===== config.mk =====
export PLATFORM = sky130hd
export DESIGN_NAME = dsl_lock
export DESIGN_NICKNAME = d
export VERILOG_FILES = /design/src/dsl_pkg.sv /design/src/dsl_lock.sv /design/src/dsl_pw_match.sv
export VERILOG_INCLUDE_DIRS = /design/src
export SDC_FILE = /design/constraint.sdc
export NUM_CORES = 1
export LEC_CHECK = 0
export ABC_AREA = 1
export BUFFER_PORTS_ARGS = -buffer_cell sky130_fd_sc_hd__buf_2
export CORE_UTILIZATION = 40
export CTS_CLUSTER_SIZE = 24
export DETAILED_ROUTE_END_ITERATION = 10
export GPL_TIMING_DRIVEN = 0
export SKIP_CTS_REPAIR_TIMING = 1
export SLEW_MARGIN = 25
export SYNTH_ARGS = -nofsm -noshare
export SYNTH_HDL_FRONTEND = slang
export SYNTH_SLANG_ARGS = --single-unit

===== constraint.sdc =====
create_clock -name pclk -period 2.6 [get_ports pclk]
set_input_delay 0.52 -clock pclk [delete_from_list [all_inputs] [get_ports pclk]]
set_output_delay 0.52 -clock pclk [all_outputs]
set_load 0.02 [all_outputs]

===== src/dsl_cfg.svh =====
// Constants for the drive security lock block
`ifndef DSL_CFG_SVH
`define DSL_CFG_SVH

// Password and identify-data widths
`define DSL_PW_W 32
`define DSL_REV_W 16
`define DSL_TRY_W 3

// Attempt limit and revision code range
`define DSL_TRY_LIMIT 3'h5
`define DSL_TRY_ZERO 3'h0
`define DSL_TRY_ONE 3'h1
`define DSL_REV_FACTORY 16'hFFFE
`define DSL_REV_MIN 16'h0001
`define DSL_REV_MAX 16'hFFFE
`define DSL_MASTER_DEFAULT 32'h0000_0000
`define DSL_USER_DEFAULT 32'h0000_0000

// APB register byte offsets
`define DSL_ADDR_W 12
`define DSL_OFF_SEC 12'h000
`define DSL_OFF_REV 12'h004
`define DSL_OFF_IRQ_STAT 12'h008
`define DSL_OFF_IRQ_MASK 12'h00C

// Security word fields
`define DSL_SEC_SUPPORTED 0
`define DSL_SEC_ENABLED 1
`define DSL_SEC_LOCKED 2
`define DSL_SEC_FROZEN 3
`define DSL_SEC_LIMIT 4
`define DSL_SEC_MAXLVL 5
`define DSL_SEC_CNT_LO 8

// Interrupt status bits
`define DSL_IRQ_W 3
`define DSL_IRQ_ABORT 0
`define DSL_IRQ_UNLOCK 1
`define DSL_IRQ_LIMIT 2
`define DSL_IRQ_NONE 3'h0

`endif


===== src/dsl_pkg.sv =====
// Types shared by the drive security lock block
`include "dsl_cfg.svh"

package dsl_pkg;

  typedef enum logic [1:0] {
    DSL_UNLOCKED,
    DSL_LOCKED,
    DSL_FROZEN
  } dsl_mode_e;

  typedef enum logic [3:0] {
    DSL_CMD_MEDIA,
    DSL_CMD_QUEUED,
    DSL_CMD_SERVICE,
    DSL_CMD_SET_PW,
    DSL_CMD_DISABLE_PW,
    DSL_CMD_UNLOCK,
    DSL_CMD_ERASE_PREP,
    DSL_CMD_ERASE_UNIT,
    DSL_CMD_FREEZE,
    DSL_CMD_OTHER
  } dsl_cmd_e;

  typedef struct packed {
    dsl_cmd_e kind;
    logic master;
    logic max_level;
    logic [`DSL_REV_W-1:0] rev;
    logic [`DSL_PW_W-1:0] pw;
  } dsl_cmd_s;

endpackage


===== src/dsl_lock.sv =====
// Drive security lock state machine with APB registers
`timescale 1ns/1ps
`default_nettype none
`include "dsl_cfg.svh"

module dsl_lock #(
  parameter int PW_W = `DSL_PW_W,
  parameter logic [`DSL_PW_W-1:0] MASTER_DEFAULT = `DSL_MASTER_DEFAULT
) (
  // Clock and reset
  input wire logic pclk,
  input wire logic presetn,
  // APB slave
  input wire logic psel,
  input wire logic penable,
  input wire logic pwrite,
  input wire logic [`DSL_ADDR_W-1:0] paddr,
  input wire logic [31:0] pwdata,
  output logic [31:0] prdata,
  output logic pready,
  output logic pslverr,
  // Host security command port
  input wire logic hard_rst,
  input wire logic cmd_valid,
  input wire dsl_pkg::dsl_cmd_s cmd,
  output logic cmd_done,
  output logic cmd_abort,
  // Drive side
  output logic media_en,
  output logic erase_start,
  output logic irq
);

  dsl_pkg::dsl_mode_e mode_q, mode_d;
  logic lock_en_q, lock_en_d;
  logic max_lvl_q, max_lvl_d;
  logic [PW_W-1:0] user_pw_q, user_pw_d;
  logic [PW_W-1:0] master_pw_q, master_pw_d;
  logic [`DSL_REV_W-1:0] rev_q, rev_d;
  logic [`DSL_TRY_W-1:0] try_q, try_d;
  logic limit_q, limit_d;
  logic done_q, done_d;
  logic abort_q, abort_d;
  logic erase_q, erase_d;
  logic ev_unlock, ev_limit;
  logic pw_hit;
  logic pw_good;
  logic [`DSL_IRQ_W-1:0] irq_stat_q, irq_stat_d;
  logic [`DSL_IRQ_W-1:0] irq_mask_q, irq_mask_d;
  logic [31:0] rdata_q, rdata_d;
  logic [31:0] sec_word;
  logic addr_ok;
  logic wr_acc;

  dsl_pw_match #(
    .PW_W(PW_W)
  ) u_match (
    .user_pw(user_pw_q),
    .master_pw(master_pw_q),
    .user_set(lock_en_q),
    .cand_pw(cmd.pw),
    .cand_master(cmd.master),
    .hit(pw_hit)
  );

  // Master match is refused for unlocking at maximum level
  assign pw_good = pw_hit && !(cmd.master && max_lvl_q);

  // Security state machine
  always_comb begin
    mode_d = mode_q;
    lock_en_d = lock_en_q;
    max_lvl_d = max_lvl_q;
    user_pw_d = user_pw_q;
    master_pw_d = master_pw_q;
    rev_d = rev_q;
    try_d = try_q;
    limit_d = limit_q;
    done_d = 1'b0;
    abort_d = 1'b0;
    erase_d = 1'b0;
    ev_unlock = 1'b0;
    if (hard_rst) begin
      try_d = `DSL_TRY_ZERO;
      limit_d = 1'b0;
      // Frozen survives a hard reset; only power removal ends it
      if (mode_q != dsl_pkg::DSL_FROZEN) begin
        mode_d = lock_en_q ? dsl_pkg::DSL_LOCKED : dsl_pkg::DSL_UNLOCKED;
      end
    end else if (cmd_valid) begin
      done_d = 1'b1;
      case (cmd.kind)
        dsl_pkg::DSL_CMD_MEDIA, dsl_pkg::DSL_CMD_QUEUED, dsl_pkg::DSL_CMD_SERVICE: begin
          abort_d = (mode_q == dsl_pkg::DSL_LOCKED);
        end
        dsl_pkg::DSL_CMD_SET_PW: begin
          if (mode_q != dsl_pkg::DSL_UNLOCKED) begin
            abort_d = 1'b1;
          end else if (cmd.master) begin
            master_pw_d = cmd.pw;
            if (cmd.rev >= `DSL_REV_MIN && cmd.rev <= `DSL_REV_MAX) begin
              rev_d = cmd.rev;
            end
          end else begin
            user_pw_d = cmd.pw;
            max_lvl_d = cmd.max_level;
            lock_en_d = 1'b1;
          end
        end
        dsl_pkg::DSL_CMD_DISABLE_PW: begin
          if (mode_q != dsl_pkg::DSL_UNLOCKED || !pw_good) begin
            abort_d = 1'b1;
          end else begin
            lock_en_d = 1'b0;
          end
        end
        dsl_pkg::DSL_CMD_UNLOCK, dsl_pkg::DSL_CMD_ERASE_UNIT: begin
          if (mode_q == dsl_pkg::DSL_FROZEN || limit_q) begin
            abort_d = 1'b1;
          end else if (cmd.kind == dsl_pkg::DSL_CMD_UNLOCK ? pw_good : pw_hit) begin
            // Erase takes the master at either level
            mode_d = dsl_pkg::DSL_UNLOCKED;
            ev_unlock = (mode_q == dsl_pkg::DSL_LOCKED);
            if (cmd.kind == dsl_pkg::DSL_CMD_ERASE_UNIT) begin
              erase_d = 1'b1;
              lock_en_d = 1'b0;
              user_pw_d = `DSL_USER_DEFAULT;
            end
          end else begin
            abort_d = 1'b1;
            // A correct master at maximum level is a refusal, not a mismatch
            if (!pw_hit) begin
              try_d = try_q + `DSL_TRY_ONE;
              limit_d = (try_d == `DSL_TRY_LIMIT);
            end
          end
        end
        dsl_pkg::DSL_CMD_FREEZE: begin
          if (mode_q == dsl_pkg::DSL_LOCKED) begin
            abort_d = 1'b1;
          end else begin
            mode_d = dsl_pkg::DSL_FROZEN;
          end
        end
        default: begin
          abort_d = 1'b0;
        end
      endcase
    end
  end

  assign ev_limit = limit_d && !limit_q;

  always_ff @(posedge pclk or negedge presetn) begin
    if (!presetn) begin
      mode_q <= dsl_pkg::DSL_UNLOCKED;
      lock_en_q <= 1'b0;
      max_lvl_q <= 1'b0;
      user_pw_q <= `DSL_USER_DEFAULT;
      master_pw_q <= MASTER_DEFAULT;
      rev_q <= `DSL_REV_FACTORY;
      try_q <= `DSL_TRY_ZERO;
      limit_q <= 1'b0;
      done_q <= 1'b0;
      abort_q <= 1'b0;
      erase_q <= 1'b0;
    end else begin
      mode_q <= mode_d;
      lock_en_q <= lock_en_d;
      max_lvl_q <= max_lvl_d;
      user_pw_q <= user_pw_d;
      master_pw_q <= master_pw_d;
      rev_q <= rev_d;
      try_q <= try_d;
      limit_q <= limit_d;
      done_q <= done_d;
      abort_q <= abort_d;
      erase_q <= erase_d;
    end
  end

  assign cmd_done = done_q;
  assign cmd_abort = abort_q;
  assign erase_start = erase_q;
  assign media_en = (mode_q != dsl_pkg::DSL_LOCKED);

  // Security word as seen in identify data, plus the mismatch count
  always_comb begin
    sec_word = 32'h0000_0000;
    sec_word[`DSL_SEC_SUPPORTED] = 1'b1;
    sec_word[`DSL_SEC_ENABLED] = lock_en_q;
    sec_word[`DSL_SEC_LOCKED] = (mode_q == dsl_pkg::DSL_LOCKED);
    sec_word[`DSL_SEC_FROZEN] = (mode_q == dsl_pkg::DSL_FROZEN);
    sec_word[`DSL_SEC_LIMIT] = limit_q;
    sec_word[`DSL_SEC_MAXLVL] = max_lvl_q;
    sec_word[`DSL_SEC_CNT_LO +: `DSL_TRY_W] = try_q;
  end

  // APB slave, zero wait states; read data is captured in the setup cycle
  assign addr_ok = (paddr == `DSL_OFF_SEC) || (paddr == `DSL_OFF_REV) ||
                   (paddr == `DSL_OFF_IRQ_STAT) || (paddr == `DSL_OFF_IRQ_MASK);
  assign wr_acc = psel && penable && pwrite;
  assign pready = 1'b1;
  assign pslverr = psel && penable && !addr_ok;

  always_comb begin
    rdata_d = rdata_q;
    irq_mask_d = irq_mask_q;
    // Hardware set wins over a same-cycle write-one clear
    irq_stat_d = irq_stat_q;
    if (wr_acc && paddr == `DSL_OFF_IRQ_STAT) begin
      irq_stat_d = irq_stat_q & ~pwdata[`DSL_IRQ_W-1:0];
    end
    irq_stat_d[`DSL_IRQ_ABORT] = irq_stat_d[`DSL_IRQ_ABORT] | abort_d;
    irq_stat_d[`DSL_IRQ_UNLOCK] = irq_stat_d[`DSL_IRQ_UNLOCK] | ev_unlock;
    irq_stat_d[`DSL_IRQ_LIMIT] = irq_stat_d[`DSL_IRQ_LIMIT] | ev_limit;
    if (wr_acc && paddr == `DSL_OFF_IRQ_MASK) begin
      irq_mask_d = pwdata[`DSL_IRQ_W-1:0];
    end
    if (psel && !penable) begin
      case (paddr)
        `DSL_OFF_SEC: rdata_d = sec_word;
        `DSL_OFF_REV: rdata_d = {16'h0000, rev_q};
        `DSL_OFF_IRQ_STAT: rdata_d = {29'h0000_0000, irq_stat_q};
        `DSL_OFF_IRQ_MASK: rdata_d = {29'h0000_0000, irq_mask_q};
        default: rdata_d = 32'h0000_0000;
      endcase
    end
  end

  always_ff @(posedge pclk or negedge presetn) begin
    if (!presetn) begin
      rdata_q <= 32'h0000_0000;
      irq_stat_q <= `DSL_IRQ_NONE;
      irq_mask_q <= `DSL_IRQ_NONE;
    end else begin
      rdata_q <= rdata_d;
      irq_stat_q <= irq_stat_d;
      irq_mask_q <= irq_mask_d;
    end
  end

  assign prdata = rdata_q;
  assign irq = |(irq_stat_q & irq_mask_q);
endmodule // dsl_lock

`default_nettype wire


===== src/dsl_pw_match.sv =====
// Password comparator for the drive security lock
`timescale 1ns/1ps
`default_nettype none
`include "dsl_cfg.svh"

module dsl_pw_match #(
  parameter int PW_W = `DSL_PW_W
) (
  // Stored passwords
  input wire logic [PW_W-1:0] user_pw,
  input wire logic [PW_W-1:0] master_pw,
  input wire logic user_set,
  // Presented password
  input wire logic [PW_W-1:0] cand_pw,
  input wire logic cand_master,
  // Result
  output logic hit
);

  // A user password that was never set cannot be matched
  assign hit = cand_master ? (cand_pw == master_pw) : (user_set && (cand_pw == user_pw));

endmodule // dsl_pw_match

`default_nettype wire


Yosys cells after proc, flatten, opt, wreduce, memory -nomap -nowiden. Index checks and enable logic that the tools add are counted. W data, S select, Z words.

Word-level logic and storage cells: 153. Memory bits (read-only): 0. Bits of input ports: 105. Memories kept: 0. Latch bits: 0. RAM bits: 0. Bits in registers: 129. Output and inout port bits: 39.

Reduce and logical (&&, ||, !) cells: 39. $lt $le $gt $ge: 2. Mux-type cells: 58. Div/mod/pow operators: 0. $mul: 0. Bitwise gates (word level): 9. Equality and inequality tests: 30. Shift-type cells: 0. Add/sub/neg operators: 1.

Operator list (number): $mux W32 (5); $eq A32 B32 Y1 (2); $pmux W16 S4 (1); $pmux W32 S2 (1); $mux W1 (35); $eq A12 B4 Y1 const B (2); $mux W3 (7); $ne A2 B2 Y1 const B (10); $ge A16 B1 Y1 const B (1); $le A16 B16 Y1 const B (1); $reduce_and A5 Y1 (3); $eq A12 B3 Y1 const B (1); $eq A4 B3 Y1 const B (3); $logic_not A12 Y1 (1); $mux W2 (6); $reduce_and A6 Y1 (2); $logic_and A1 B1 Y1 (11); $ne A3 B3 Y1 const B (3); $reduce_and A9 Y1 (1); $eq A4 B2 Y1 const B (2); $reduce_and A8 Y1 (1); $reduce_bool A2 Y1 (4); $and A3 B3 Y3 (2); $reduce_bool A3 Y1 (2); 18 further kinds (32).

Logic depth before layout (Yosys ltp).
Depth after elaboration: 12. Gate-level depth with buffers: 16. Depth with buffers taken out: 15.

Cells and area by module. A second synthesis with hierarchy kept.

Cell total of the unflattened synthesis: 881. Area, all modules: 6297.3 um2.

Modules (own cells, without submodules): dsl_lock (seq. area each 2846.5 um2, cells an instance 643, times used 1, area each 5226.3 um2); dsl_pw_match (seq. area each 0.0 um2, cells an instance 238, times used 1, area each 1071.0 um2).

Worst setup path before layout. OpenSTA, ideal clock, no wires.

Path type: input port to flip-flop. Start point: input port cmd[0] (netlist bit). End point: register user_pw_q[5]. Library setup time: 117 ps. Buffers on the path: 1. Arrival: 1720 ps. Setup slack: 763 ps. Stages: 14. Cell sequence: inv_1 nor2_1 inv_1 nand2_1 nand3b_1 nor2_2 nand3_2 nand2_4 nand2_4 nand2_4 nand3_4 buf_6 nand2_1 o21ai_2.

Word-level cells in the longest chain between the ends: 7. Elaborated cells on any way between the ends: 8. Those cells by class: eq/ne: 3; mux: 2; reduce/logical: 3.

Ends and longest elaborated chain: from (decl) (RTL line dsl_lock.sv:25) `input wire dsl_pkg::dsl_cmd_s cmd,`; $eq A32 B32 Y1 (RTL line dsl_pw_match.sv:21) `assign hit = cand_master ? (cand_pw == master_pw) : (user_set && (cand_pw == user_pw));`; $logic_and A1 B1 Y1 (RTL line dsl_pw_match.sv:21); $mux W1 * (RTL line dsl_pw_match.sv:21); $logic_and A1 B1 Y1 (RTL line dsl_lock.sv:67) `assign pw_good = pw_hit && !(cmd.master && max_lvl_q);`; $mux W1 * (RTL line dsl_lock.sv:120) `end else if (cmd.kind == dsl_pkg::DSL_CMD_UNLOCK ? pw_good : pw_hit) begin`; $ne A2 B2 Y1 (no line) *; $reduce_and A8 Y1 (no line) *; to (signal assigned) (RTL line dsl_lock.sv:159) `` user_pw_q <= `DSL_USER_DEFAULT; ``; to (signal assigned) (RTL line dsl_lock.sv:171) `user_pw_q <= user_pw_d;`; to (decl) (RTL line dsl_lock.sv:37) `logic [PW_W-1:0] user_pw_q, user_pw_d;`.

Every way passes the cells marked *; elsewhere a longest branch is shown, timed or not. A chain may end at the register's enable or synchronous reset.

Final worst setup path.
Start point: register user_pw_q[16]. End point: register user_pw_q[19].

Word-level cells in the longest chain between the ends: 7.

Ends and longest elaborated chain (RTL line): $eq A32 B32 Y1 * (dsl_pw_match.sv:21); $logic_and A1 B1 Y1 * (dsl_pw_match.sv:21); $mux W1 * (dsl_pw_match.sv:21); $logic_and A1 B1 Y1 (dsl_lock.sv:67); $mux W1 * (dsl_lock.sv:120); $ne A2 B2 Y1 (no line) *; $reduce_and A8 Y1 (no line) *.

Marked as above.

==> flow_summary.toml <==
[grt]
overflow = 0
grt_max_degree = 77
antenna_found_initial = 0
first_global_vias = 5963
grt_pass1_wl_mm = 30.4
track_usage_pct = 22.2

[cts]
clockRootBuffer = "clkbuf_16"
clock_path_buffers = 2
clk_pin_slew_ns = 0.06
worstSkewPairLatency_ns = 0.42
cts.sinks = 113
cts_buffers = 17
cts_max_level = 4
cts_tree = "yes"

[synth]
synth_edf_count = 0
yosysWarnings = 0
async_reset_ff_share_pct = 100
yosysSeqAreaShare_pct = 41.2
synth_area_sq_um = 6910
post_synth_num_cell_types = 42
syn_avg_cell_area_sq_um = 7.29
synth_seq_cells = 113
synth_flop_cell = "dfrtp_1"
syn_inst = 948

[timing]
worst_pin_slew_ns = 0.660
fin_crit_ns = 2.12
fin_skew_ns = 0.0101
maxSlewViolCount = 0
report.final.setup_viol = 0
hold_viol_final = 0
period_share_pct = 81.5
fmax_ghz = 0.472
rsz0062_at_grt = "no"
slew_headroom_pct = 55.4

[layout]
finalInstanceArea_sq_um = 8360
n_antenna_cell = 0
area_growth_pct = 21.0
drive_above_1_share_pct = 25.8
final_common_cell = "nand2_1"
num-nets-final = 1188
layout_common_cells = "289 x nand2_1, 121 x inv_1, 98 x buf_2, 98 x dfrtp_1, 73 x nor2_1"

[power_and_ir_drop]
p_leak_nw = 4.30
power_mw = 5.67
cellPowerDensity_nw_per_um2 = 678
vdd_drop_max_mv = 0.579

[floorplanning]
die_w_microns = 133
design.core.area_sq_um = 16700
die_h_microns = 133
pin_count = 144
dieArea_sq_um = 17800
initial_core_util_pct = 41.4
fp-row-count = 47

[setup_path]
cp_max_fo = 10
crit_start = "user_pw_q[16]"
critPathArrivalTime_ns = 2.43
end_kind = "register"
r2r_start = "user_pw_q[16]"
required_ns = 2.91
worstSetupStartpointType = "register"
crit_type = "register to register"

[min_path]
worstHoldPathType = "primary input to register"
hp-start = "cmd[46]"

[drt]
num_vias = 6262
drc = 0
antenna_left = 0
drtPass1Iterations = 5
wl_mm = 18.8
via_per_inst = 4.77
wl_per_cell_microns = 14.3
first_iter_violations = 424

[job]
maxCapViolCount = 0

[place]
place_area_sq_um = 7770
place.gp.congestion = 0.907
portBuffers = 97
place_hpwl_mm = 14.7

[run_status]
outcome = "completed"
power breakdown:
part	internal, mW	switching (mW)	total, mW
sequential	2.02	0.205	2.22
combinational	0.450	0.700	1.15
clock	1.41	0.884	2.30
sequential cells by signal, summed over array words and instances (netlist names):
signal	cells
try_q	3
irq_mask_q	3
prdata	16
irq_stat_q	3
rev_q	16
master_pw_q	32
cmd_done	1
erase_start	1
mode_q	2
cmd_abort	1
lock_en_q	1
user_pw_q	32
limit_q	1
max_lvl_q	1
synthesized netlist by cell type (6+ instances only):
library cell	instances	area [sq um]
nor2_1	73	274
o21ai_2	32	280
o21ai_0	69	345
a21oi_1	6	30.0
nand3_1	27	135
dfrtp_1	98	2450
nand2_1	289	1080
buf_6	6	67.6
nand4_1	27	169
clkinv_1	8	30.0
mux2_2	11	124
o22ai_1	8	50.1
inv_2	24	90.1
xnor2_1	16	140
clkbuf_1	13	48.8
dfstp_2	15	394
nand2_2	31	194
inv_1	121	454
o21ai_1	11	55.1
buf_4	17	128
metrics by stage:
step | setup TNS [ns] | setup slack (ns) | hold WS, ns | instances | util, %
final | 0 | 0.482 | 0.316 | 1314 | 50.1
after detailed placement | 0 | 0.205 | 0.416 | 1281 | 46.5
after floorplan | 0 | 0.763 | 0.224 | 963 | -
after CTS | 0 | 0.490 | -0.0290 | 1313 | 50.0
after global placement | -46.27 | -0.480 | 0.465 | 1280 | 46.3
after global routing | 0 | 0.297 | 0.318 | 1314 | 50.1
worst max-delay path, cell delays in order, from the launching register on:
cell and delay [ns]:
dfrtp_1 0.39, xnor2_1 0.37, nand3_1 0.17, nor2_1 0.15, nand3_2 0.10, nand2_4 0.12
nand2_4 0.06, nand2_4 0.06, nand3_4 0.20, buf_6 0.25, nand2_1 0.07, o21ai_2 0.05
area by class of cell:
cell class / count / area (sq um)
fillers: 1684 / 8340
multi-input cells: 659 / 3290
flip-flops and latches: 113 / 2850
inverters: 153 / 574
repair buffers: 99 / 533
clock buffers: 17 / 425
well taps: 220 / 275
plain buffers: 38 / 254
clock inverters: 15 / 159
cell families after synthesis:
logic type,after synthesis,synth area share [%]
xor+xnor,20,2.53
mux,11,1.79
flops,113,41.2
simple gates,477,30.2
compound gates,132,11.8
fa+ha+maj,2,0.362
other cells,2,0.109
buf+inv,191,12.0
final timing paths:
check / slack, ns / to / cells past startpoint
max: 0.48 / user_pw_q[19] / 11
min: 0.32 / rev_q[14] / 3
max reg2reg: 0.48 / user_pw_q[19] / 11
min in group asynchronous: 0.56 / erase_start / 2
max in group asynchronous: 1.35 / rev_q[5] / 3
min reg2reg: 0.47 / rev_q[14] / 2
layer usage:
layer  global-route usage [%]  up-vias  part of all wire, %
li1                         -     3214                    -
met1                     28.2     2869                   45
met2                     38.0      151                   49
met3                     3.92       28                  4.5
met4                     7.51        0                  2.1
met5                        0        -                    0
(Power assumes the default switching activity.)
